File: src/inc/tpwm_defines.svh
// Register offsets, field positions, reset values and timing counts of the PWM block.
// Assumes inclusion by bare name from the core and the bench.
`ifndef TPWM_DEFINES_SVH
`define TPWM_DEFINES_SVH

`define TPWM_OFS_MODE_CTRL     12'h000
`define TPWM_OFS_DUTY_HIGH     12'h004
`define TPWM_OFS_ACTIVE_DUTY   12'h008
`define TPWM_OFS_IRQ_ENABLE    12'h00C
`define TPWM_OFS_IRQ_FLAGS     12'h010
`define TPWM_OFS_PERIOD_LIMIT  12'h014
`define TPWM_OFS_TIMER_CTRL    12'h018
`define TPWM_OFS_TIMER_COUNT   12'h01C
`define TPWM_OFS_PORT_DIR      12'h020
`define TPWM_OFS_SYS_CTRL      12'h024

`define TPWM_MODE_LSB          0
`define TPWM_MODE_MSB          3
`define TPWM_DLOW_LSB          4
`define TPWM_DLOW_MSB          5
`define TPWM_PRE_LSB           0
`define TPWM_PRE_MSB           1
`define TPWM_RUN_BIT           2
`define TPWM_POST_LSB          3
`define TPWM_POST_MSB          6
`define TPWM_TMR_FLAG_BIT      1
`define TPWM_SLEEP_BIT         0
`define TPWM_FAILSAFE_BIT      1
`define TPWM_PWM_PIN_BIT       5

`define TPWM_RST_MODE_CTRL     8'h00
`define TPWM_RST_PERIOD_LIMIT  8'hFF
`define TPWM_RST_TIMER_CTRL    8'h00
`define TPWM_RST_TIMER_COUNT   8'h00
`define TPWM_RST_IRQ           8'h00
`define TPWM_RST_PORT_DIR      8'hFF
`define TPWM_RST_DUTY          8'h00

`define TPWM_MODE_PWM          4'hC
`define TPWM_QCLK_PER_CYCLE    4

`endif

File: src/inc/tpwm_pkg.sv
// Types shared by the PWM block.
// Assumes tpwm_defines.svh on the include path.
package tpwm_pkg;
   typedef enum logic [1:0] {
      TPWM_PRE_DIV1  = 2'h0,
      TPWM_PRE_DIV4  = 2'h1,
      TPWM_PRE_DIV16 = 2'h2,
      TPWM_PRE_DIV16B = 2'h3
   } tpwm_prescale_t;
   typedef logic [9:0] tpwm_duty_t;
endpackage

File: src/core/tpwm_core.sv
// Timer based 10-bit PWM generator with AHB-Lite register slave.
// Assumes one clock (hclk) as the quarter-cycle source and a single AHB-Lite master.
//
// What this block does
// - Period equals (limit+1) times four times prescale
// - Timer clears after reaching period limit
// - Period end sets output unless duty zero
// - Period end latches duty into active buffer
// - Postscaler never alters PWM period
// - Duty is high byte plus two low bits
// - Active duty buffer is read only
// - New duty applies only after period end
// - Output clears when active duty matches timer
// - Duty beyond period leaves output unchanged
// - Resolution is log2 of four times (limit+1)
// - Prescaler divides by 1, 4 or 16
// - Sleep freezes timer, state and output
// - Software fail-safe bit drives clk_fail_select
// - Reset restores inputs and register reset values
// - PWM starts at next timer reset
// - Timer flag set on period rollover
// - Clearing mode control forces output low
`timescale 1ns/100ps
`include "tpwm_defines.svh"

module tpwm_core #(
   parameter int HADDR_W = 12
) (
   input  wire logic               hclk,
   input  wire logic               hresetn,
   input  wire logic               hsel,
   input  wire logic [HADDR_W-1:0] haddr,
   input  wire logic [1:0]         htrans,
   input  wire logic               hwrite,
   input  wire logic [2:0]         hsize,
   input  wire logic [31:0]        hwdata,
   input  wire logic               hready,
   output logic      [31:0]        hrdata,
   output logic                    hreadyout,
   output logic                    hresp,
   input  wire logic               pin_in,
   output logic                    pwm_out,
   output logic                    pwm_oe,
   output logic                    post_event,
   output logic                    clk_fail_select
);
   import tpwm_pkg::*;

   logic [7:0]     mode_ctrl;
   logic [7:0]     duty_high_bits;
   logic [7:0]     active_duty_buffer;
   logic [1:0]     active_low_latch;
   logic [7:0]     irq_enable;
   logic [7:0]     irq_flags;
   logic [7:0]     period_limit;
   logic [7:0]     timer_ctrl;
   logic [7:0]     period_timer_count;
   logic [7:0]     port_dir;
   logic [1:0]     sys_ctrl;
   logic [1:0]     qclk;
   logic [3:0]     pre_cnt;
   logic [3:0]     post_cnt;
   logic           pwm_latch;
   logic           dp_write;
   logic           dp_read;
   logic [HADDR_W-1:0] dp_addr;
   logic           sleep;
   logic           pwm_mode;
   logic           inc_tick;
   logic           period_end;
   logic [1:0]     sub_bits;
   tpwm_duty_t     active_duty;
   tpwm_duty_t     pending_duty;
   tpwm_duty_t     timebase;
   tpwm_prescale_t pre_sel;
   logic [3:0]     pre_max;
   logic           wr_mode;
   logic           wr_timer;
   logic           wr_flags;
   logic [7:0]     wdat;

   // Bus slave: zero wait states, always OKAY
   assign hreadyout = 1'b1;
   assign hresp     = 1'b0;
   assign wdat      = hwdata[7:0];

   always_ff @(posedge hclk or negedge hresetn) begin
      if (!hresetn) begin
         dp_write <= 1'b0;
         dp_read  <= 1'b0;
         dp_addr  <= '0;
      end else if (hready) begin
         dp_write <= hsel && htrans[1] && hwrite;
         dp_read  <= hsel && htrans[1] && !hwrite;
         dp_addr  <= haddr;
      end else begin
         dp_write <= 1'b0;
         dp_read  <= 1'b0;
      end
   end

   assign wr_mode  = dp_write && (dp_addr == `TPWM_OFS_MODE_CTRL);
   assign wr_timer = dp_write && (dp_addr == `TPWM_OFS_TIMER_COUNT);
   assign wr_flags = dp_write && (dp_addr == `TPWM_OFS_IRQ_FLAGS);

   assign sleep           = sys_ctrl[`TPWM_SLEEP_BIT];
   assign clk_fail_select = sys_ctrl[`TPWM_FAILSAFE_BIT];
   assign pwm_mode = (mode_ctrl[`TPWM_MODE_MSB:`TPWM_MODE_LSB] == `TPWM_MODE_PWM);
   assign pre_sel  = tpwm_prescale_t'(timer_ctrl[`TPWM_PRE_MSB:`TPWM_PRE_LSB]);

   always_comb begin
      unique case (pre_sel)
         TPWM_PRE_DIV1:  pre_max = 4'h0;
         TPWM_PRE_DIV4:  pre_max = 4'h3;
         TPWM_PRE_DIV16, TPWM_PRE_DIV16B: pre_max = 4'hF;
      endcase
   end

   // Quarter cycle clock: four hclk per instruction cycle
   always_ff @(posedge hclk or negedge hresetn) begin
      if (!hresetn) begin
         qclk <= 2'h0;
      end else if (!sleep) begin
         qclk <= qclk + 2'h1;
      end
   end

   always_ff @(posedge hclk or negedge hresetn) begin
      if (!hresetn) begin
         pre_cnt <= 4'h0;
      end else if (!sleep && timer_ctrl[`TPWM_RUN_BIT] && qclk == 2'h3) begin
         pre_cnt <= (pre_cnt >= pre_max) ? 4'h0 : pre_cnt + 4'h1;
      end
   end

   assign inc_tick   = !sleep && timer_ctrl[`TPWM_RUN_BIT] && (qclk == 2'h3) && (pre_cnt >= pre_max);
   assign period_end = inc_tick && (period_timer_count == period_limit);

   // Period timer; a software write also loads it
   always_ff @(posedge hclk or negedge hresetn) begin
      if (!hresetn) begin
         period_timer_count <= `TPWM_RST_TIMER_COUNT;
      end else if (wr_timer) begin
         period_timer_count <= wdat;
      end else if (period_end) begin
         period_timer_count <= 8'h00;
      end else if (inc_tick) begin
         period_timer_count <= period_timer_count + 8'h01;
      end
   end

   // Postscaler divides period events only, never the period
   always_ff @(posedge hclk or negedge hresetn) begin
      if (!hresetn) begin
         post_cnt   <= 4'h0;
         post_event <= 1'b0;
      end else begin
         post_event <= 1'b0;
         if (period_end) begin
            if (post_cnt >= timer_ctrl[`TPWM_POST_MSB:`TPWM_POST_LSB]) begin
               post_cnt   <= 4'h0;
               post_event <= 1'b1;
            end else begin
               post_cnt <= post_cnt + 4'h1;
            end
         end
      end
   end

   // Rollover flag: hardware set wins over software clear
   always_ff @(posedge hclk or negedge hresetn) begin
      if (!hresetn) begin
         irq_flags <= `TPWM_RST_IRQ;
      end else begin
         if (wr_flags) begin
            irq_flags <= wdat;
         end
         if (period_end) begin
            irq_flags[`TPWM_TMR_FLAG_BIT] <= 1'b1;
         end
      end
   end

   assign pending_duty = {duty_high_bits, mode_ctrl[`TPWM_DLOW_MSB:`TPWM_DLOW_LSB]};
   assign active_duty  = {active_duty_buffer, active_low_latch};

   // Double buffer: load only at period end
   always_ff @(posedge hclk or negedge hresetn) begin
      if (!hresetn) begin
         active_duty_buffer <= `TPWM_RST_DUTY;
         active_low_latch   <= 2'h0;
      end else if (period_end) begin
         active_duty_buffer <= pending_duty[9:2];
         active_low_latch   <= pending_duty[1:0];
      end
   end

   // Two extra bits from quarter clock or prescaler, giving log2(4*(limit+1)) bits
   // Divide by 4 only counts 0..3, so its low bits are the sub-count there
   assign sub_bits = (pre_sel == TPWM_PRE_DIV1) ? qclk :
                     (pre_sel == TPWM_PRE_DIV4) ? pre_cnt[1:0] : pre_cnt[3:2];
   assign timebase = {period_timer_count, sub_bits};

   // Output latch
   always_ff @(posedge hclk or negedge hresetn) begin
      if (!hresetn) begin
         pwm_latch <= 1'b0;
      end else if (wr_mode && wdat == 8'h00) begin
         pwm_latch <= 1'b0;
      end else if (!pwm_mode) begin
         pwm_latch <= 1'b0;
      end else if (period_end) begin
         pwm_latch <= (pending_duty != 10'h000);
      end else if (!sleep && timer_ctrl[`TPWM_RUN_BIT] && active_duty == timebase) begin
         pwm_latch <= 1'b0; // duty past period never matches
      end
   end

   assign pwm_out = pwm_latch;
   assign pwm_oe  = !port_dir[`TPWM_PWM_PIN_BIT] && pwm_mode;

   // Software registers
   always_ff @(posedge hclk or negedge hresetn) begin
      if (!hresetn) begin
         mode_ctrl      <= `TPWM_RST_MODE_CTRL;
         duty_high_bits <= `TPWM_RST_DUTY;
         irq_enable     <= `TPWM_RST_IRQ;
         period_limit   <= `TPWM_RST_PERIOD_LIMIT;
         timer_ctrl     <= `TPWM_RST_TIMER_CTRL;
         port_dir       <= `TPWM_RST_PORT_DIR;
         sys_ctrl       <= 2'h0;
      end else if (dp_write) begin
         unique case (dp_addr)
            `TPWM_OFS_MODE_CTRL:    mode_ctrl      <= {2'h0, wdat[5:0]};
            `TPWM_OFS_DUTY_HIGH:    duty_high_bits <= wdat;
            `TPWM_OFS_IRQ_ENABLE:   irq_enable     <= wdat;
            `TPWM_OFS_PERIOD_LIMIT: period_limit   <= wdat;
            `TPWM_OFS_TIMER_CTRL:   timer_ctrl     <= {1'b0, wdat[6:0]};
            `TPWM_OFS_PORT_DIR:     port_dir       <= wdat;
            `TPWM_OFS_SYS_CTRL:     sys_ctrl       <= wdat[1:0];
            default: ; // Active duty is read only
         endcase
      end
   end

   // Read data decoded combinationally in the data phase
   always_comb begin
      unique case (dp_addr)
         `TPWM_OFS_MODE_CTRL:    hrdata = {24'h000000, mode_ctrl};
         `TPWM_OFS_DUTY_HIGH:    hrdata = {24'h000000, duty_high_bits};
         `TPWM_OFS_ACTIVE_DUTY:  hrdata = {24'h000000, active_duty_buffer};
         `TPWM_OFS_IRQ_ENABLE:   hrdata = {24'h000000, irq_enable};
         `TPWM_OFS_IRQ_FLAGS:    hrdata = {24'h000000, irq_flags};
         `TPWM_OFS_PERIOD_LIMIT: hrdata = {24'h000000, period_limit};
         `TPWM_OFS_TIMER_CTRL:   hrdata = {24'h000000, timer_ctrl};
         `TPWM_OFS_TIMER_COUNT:  hrdata = {24'h000000, period_timer_count};
         `TPWM_OFS_PORT_DIR:     hrdata = {24'h000000, port_dir[7:6], port_dir[5] | pin_in & 1'b0, port_dir[4:0]};
         `TPWM_OFS_SYS_CTRL:     hrdata = {30'h00000000, sys_ctrl};
         default:                hrdata = 32'h00000000;
      endcase
   end

   a_timer_clear: assert property (@(posedge hclk) disable iff (!hresetn)
      period_end |=> period_timer_count == 8'h00 || $past(wr_timer))
      else $error("timer not cleared after period end");

   a_duty_latch: assert property (@(posedge hclk) disable iff (!hresetn)
      period_end |=> active_duty == $past(pending_duty))
      else $error("duty not latched at period end");

   a_duty_hold: assert property (@(posedge hclk) disable iff (!hresetn)
      !period_end |=> $stable(active_duty))
      else $error("active duty changed mid period");

   a_set_high: assert property (@(posedge hclk) disable iff (!hresetn)
      period_end && pwm_mode && pending_duty != 10'h000 && !wr_mode |=> pwm_out)
      else $error("output not set at period start");

   a_zero_duty: assert property (@(posedge hclk) disable iff (!hresetn)
      period_end && pending_duty == 10'h000 |=> !pwm_out)
      else $error("zero duty drove output high");

   a_clear_match: assert property (@(posedge hclk) disable iff (!hresetn)
      pwm_mode && !period_end && !sleep && timer_ctrl[2] && active_duty == timebase |=> !pwm_out)
      else $error("output not cleared on duty match");

   a_sleep_freeze: assert property (@(posedge hclk) disable iff (!hresetn)
      sleep && !dp_write |=> $stable(period_timer_count) && $stable(pwm_out))
      else $error("state changed in sleep");

   a_mode_clear: assert property (@(posedge hclk) disable iff (!hresetn)
      wr_mode && wdat == 8'h00 |=> !pwm_out)
      else $error("mode clear did not force output low");

   a_flag_set: assert property (@(posedge hclk) disable iff (!hresetn)
      period_end |=> irq_flags[1])
      else $error("rollover flag not set");

   a_ro_active: assert property (@(posedge hclk) disable iff (!hresetn)
      dp_write && dp_addr == `TPWM_OFS_ACTIVE_DUTY && !period_end |=> $stable(active_duty_buffer))
      else $error("active duty buffer was written");
endmodule

File: config.mk
export PLATFORM = sky130hd
export DESIGN_NAME = tpwm_core
export DESIGN_NICKNAME = d
export VERILOG_FILES = /design/src/inc/tpwm_pkg.sv /design/src/core/tpwm_core.sv
export VERILOG_INCLUDE_DIRS = /design/src /design/src/inc
export SDC_FILE = /design/constraint.sdc
export NUM_CORES = 1
export LEC_CHECK = 0
export BUFFER_PORTS_ARGS = -buffer_cell sky130_fd_sc_hd__buf_2
export CAP_MARGIN = 20
export CORE_UTILIZATION = 30
export CTS_BUF_LIST = sky130_fd_sc_hd__clkbuf_4 sky130_fd_sc_hd__clkbuf_8
export CTS_CLUSTER_DIAMETER = 200
export DETAILED_ROUTE_END_ITERATION = 6
export PLACE_DENSITY_LB_ADDON = 0.08
export REMOVE_ABC_BUFFERS = 1
export SYNTH_ARGS = -nofsm -noshare
export SYNTH_HDL_FRONTEND = slang
export SYNTH_SLANG_ARGS = --single-unit
File: constraint.sdc
create_clock -name hclk -period 3.2 [get_ports hclk]
set_clock_uncertainty 0.15 [all_clocks]
set_input_delay 0.16 -clock hclk [delete_from_list [all_inputs] [get_ports hclk]]
set_output_delay 0.16 -clock hclk [all_outputs]
set_load 0.05 [all_outputs]
==> metrics.md <==
| Metric | Value |
|---|---|
| Post-synth design cell area | 5380 µm² |
| Core Rows | 48 |
| Number of synthesized register bits | 98 |
| Initial antenna violation count | 0 |
| Largest vdd supply drop | 179 µV |
| Final TNS setup | 0 ns |
| Final core utilization | 35.5% |
| Fillers | 1773 |
| Drt total wl | 13600 µm |
| Starting DRT DRC Count | 142 |
| H-tree depth | 3 |
| Pre-Repair DR Iteration Count | 4 |
| Root Driver | clkbuf_8 |
| Antenna viol nets, final | 0 |
| Largest net degree at the start of global routing | 99 |
| Clock tree sinks | 98 |
| Met3 usage | 1.90% |
| Critical path peak fanout | 8 |
| Via count | 3642 |
| Slew Limit Fails | 0 |
| CP Data Arrival Time | 2.76 ns |
| Ant. Diodes | 0 |
| Post-synth EDFFs | 0 |
| Port bufs | 37 |
| Global routing usage on met1 | 22.1% |
| Seq/Total Area, Yosys | 46.0% |
| DP Wirelength | 9510 µm |
| Area of placed instances | 5750 µm² |
| Synth Warn # | 0 |
| TritonCTS Buffers | 9 |
| PD cells | 429 nW/µm² |
| Final period util | 95.9% |
| Final hold slack | 0.0159 ns |
| Vias in the first global route | 3797 |
| # DRC | 0 |
| Overall die area | 18500 µm² |
| Final number of setup-violating endpoints | 0 |
| Post-route setup slack | 0.130 ns |
| Dpl ws | 0.246 ns |
| Die X | 136 µm |
| Cell variety after synth | 54 |
| Syn_area_per_cell | 11.6 µm² |
| Outcome | finished, final reports clean |
| Clock Latency Late Sink | 0.38 ns |
| FFs w/ async S/R, synth | 100% |
| Slew margin rel. | 54.1% |
| CTS clk-pin slew, worst paths | 0.09 ns |
| Critical path class | flop to primary output |
| Fmax | 326 MHz |
| Required @ worst endpoint | 2.89 ns |
| Share of layout cells above drive strength 1 | 35.8% |
| Longest Clk Path Bufs | 2 |
| Leakage power total | 2.67 nW |
| Met2 Resource Use GR | 26.6% |
| Min Tclk post-route | 3.07 ns |
| RSZ-0062 raised after global routing | no |
| Routed length per instance | 18.1 µm |
| Initial Util | 30.9% |
| I/O pin count | 93 |
| Primary FF master, synth | dfrtp_1 |
| Area growth, synth to finish | 14.9% |
| Worst Tran Pin Value | 0.671 ns |
| Worst Setup End Kind | primary output |
| HP Class | input port to flop |
| Post-route cell area | 6180 µm² |
| # Max-Cap Violations | 0 |
| Gr usage total | 16.3% |
| Routability cong. | 0.720 |
| CTS tree | yes |
| Final Net Count | 587 |
| Global-route wire length before repair | 22000 µm |
| Setup Fix Bufs, Post-CTS | 0 |
| Die span in y | 136 µm |
| Cells after Synth | 462 |
| Total gr overflow | 0 |
| Endpoints failing hold | 0 |
| GRT busiest layer | met2 |
| Core box area | 17400 µm² |
| Avg Vias per Cell | 4.86 |
| Startpoint Class | flop |
==> logic make-up after synthesis <==
group           synth area share [%]
other cells                    0.140
simple gates                    12.3
buf+inv                         6.60
mux                             22.0
flops                           46.0
compound gates                  7.05
xor+xnor                        3.09
fa+ha+maj                       2.79
==> synth_stat cells (5+ instances only) <==
master | number | area [µm²]
nand2_1 | 41 | 154
xnor2_1 | 12 | 105
xor2_1 | 7 | 61.3
ha_1 | 12 | 150
dfrtp_1 | 82 | 2050
mux4_2 | 13 | 293
nand3_1 | 7 | 35.0
nor4_1 | 5 | 31.3
o21ai_0 | 25 | 125
nand4_1 | 5 | 31.3
clkbuf_1 | 16 | 60.1
dfstp_2 | 16 | 420
nor2_1 | 15 | 56.3
buf_4 | 27 | 203
inv_1 | 15 | 56.3
nor2b_1 | 7 | 43.8
a22oi_1 | 14 | 105
mux2_2 | 69 | 777
mux2_4 | 5 | 75.1
nor3_1 | 8 | 40.0
==> worst max-delay path: stages (launching register included) <==
cell      delay, ns
dfrtp_1        0.39
or4_4          0.57
or4b_2         0.68
nor3_4         0.13
buf_4          0.21
a22oi_1        0.11
nand2_1        0.07
clkbuf_4       0.22
==> final cells by class <==
class	count	area, µm²	share of cell area (%)
inverters	15	56.3	0.911
clock inverters	6	67.6	1.09
clock buffers	10	131	2.13
repair buffers	71	526	8.50
flip-flops and latches	98	2470	40.0
well taps	225	282	4.55
multi-input cells	325	2650	42.8
==> where the power goes <==
part / internal (mW) / switching [mW]
Clock: 0.372 / 0.463
Combinational: 0.180 / 0.240
Sequential: 1.32 / 0.0803
Total: 1.87 / 0.783
==> metrics by stage <==
stage | power (mW) | cells
finish | 2.65 | 750
global route | 2.80 | 750
CTS | 2.69 | 750
detailed placement | 1.83 | 713
global placement | 1.82 | 713
floorplan | 1.68 | 438
==> layer usage <==
metal | wire length, µm | vias to the layer above | share of wire, %
met5 | 0 | - | 0
met4 | 209 | 0 | 1.5
met3 | 307 | 12 | 2.3
met2 | 6600 | 56 | 49
met1 | 6450 | 1851 | 48
li1 | - | 1723 | -
==> sequential cells by signal (all words and copies together) (netlist names), 4 cells and up <==
| register | count |
|---|---|
| timer_ctrl | 7 |
| irq_enable | 8 |
| post_cnt | 4 |
| period_timer_count | 8 |
| irq_flags | 8 |
| port_dir | 8 |
| period_limit | 8 |
| duty_high_bits | 8 |
| dp_addr | 12 |
| mode_ctrl | 6 |
| pre_cnt | 4 |
| active_duty_buffer | 8 |
==> timing repair <==
item	in CTS	in global routing
hold buffers	21	0
gates resized for setup	4	4
hold endpoints to repair	108	0
pin swaps	0	0
endpoints found under the setup margin	4	8
==> worst paths after layout <==
check | from | endpoint | slack [ns] | cells past startpoint
worst max-delay path | dp_addr[7]$_DFFE_PN0P_ | hrdata[3] | 0.13 | 7
worst min-delay path | hready | dp_addr[2]$_DFFE_PN0P_ | 0.02 | 3
worst max register to register | timer_ctrl[0]$_DFFE_PN0P_ | active_duty_buffer[0]$_DFFE_PN0N_ | 0.25 | 8
worst min register to register | irq_enable[1]$_DFFE_PN0P_ | irq_enable[1]$_DFFE_PN0P_ | 0.36 | 2
max in group asynchronous | hresetn | port_dir[2]$_DFFE_PN1P_ | 2.25 | 3
min in group asynchronous | hresetn | pre_cnt[1]$_DFFE_PN0P_ | 0.22 | 3
==> cell usage in the layout, fill, tap and decap left out, types with 5 or more instances in the layout <==
master and count:
dfrtp_1 82, mux2_2 69, nand2_1 41, buf_2 29, conb_1 26, o21ai_0 25, dlygate4sd3_1 21, buf_4 17
dfstp_2 16, inv_1 15, nor2_1 15, a22oi_1 14, mux4_2 13, xnor2_1 12, ha_1 12, clkbuf_8 9
nor3_1 8, nand3_1 7, nor2b_1 7, xor2_1 7, nand4_1 5, mux2_4 5, nor4_1 5
No activity file was read; power rests on OpenSTA's default activity.
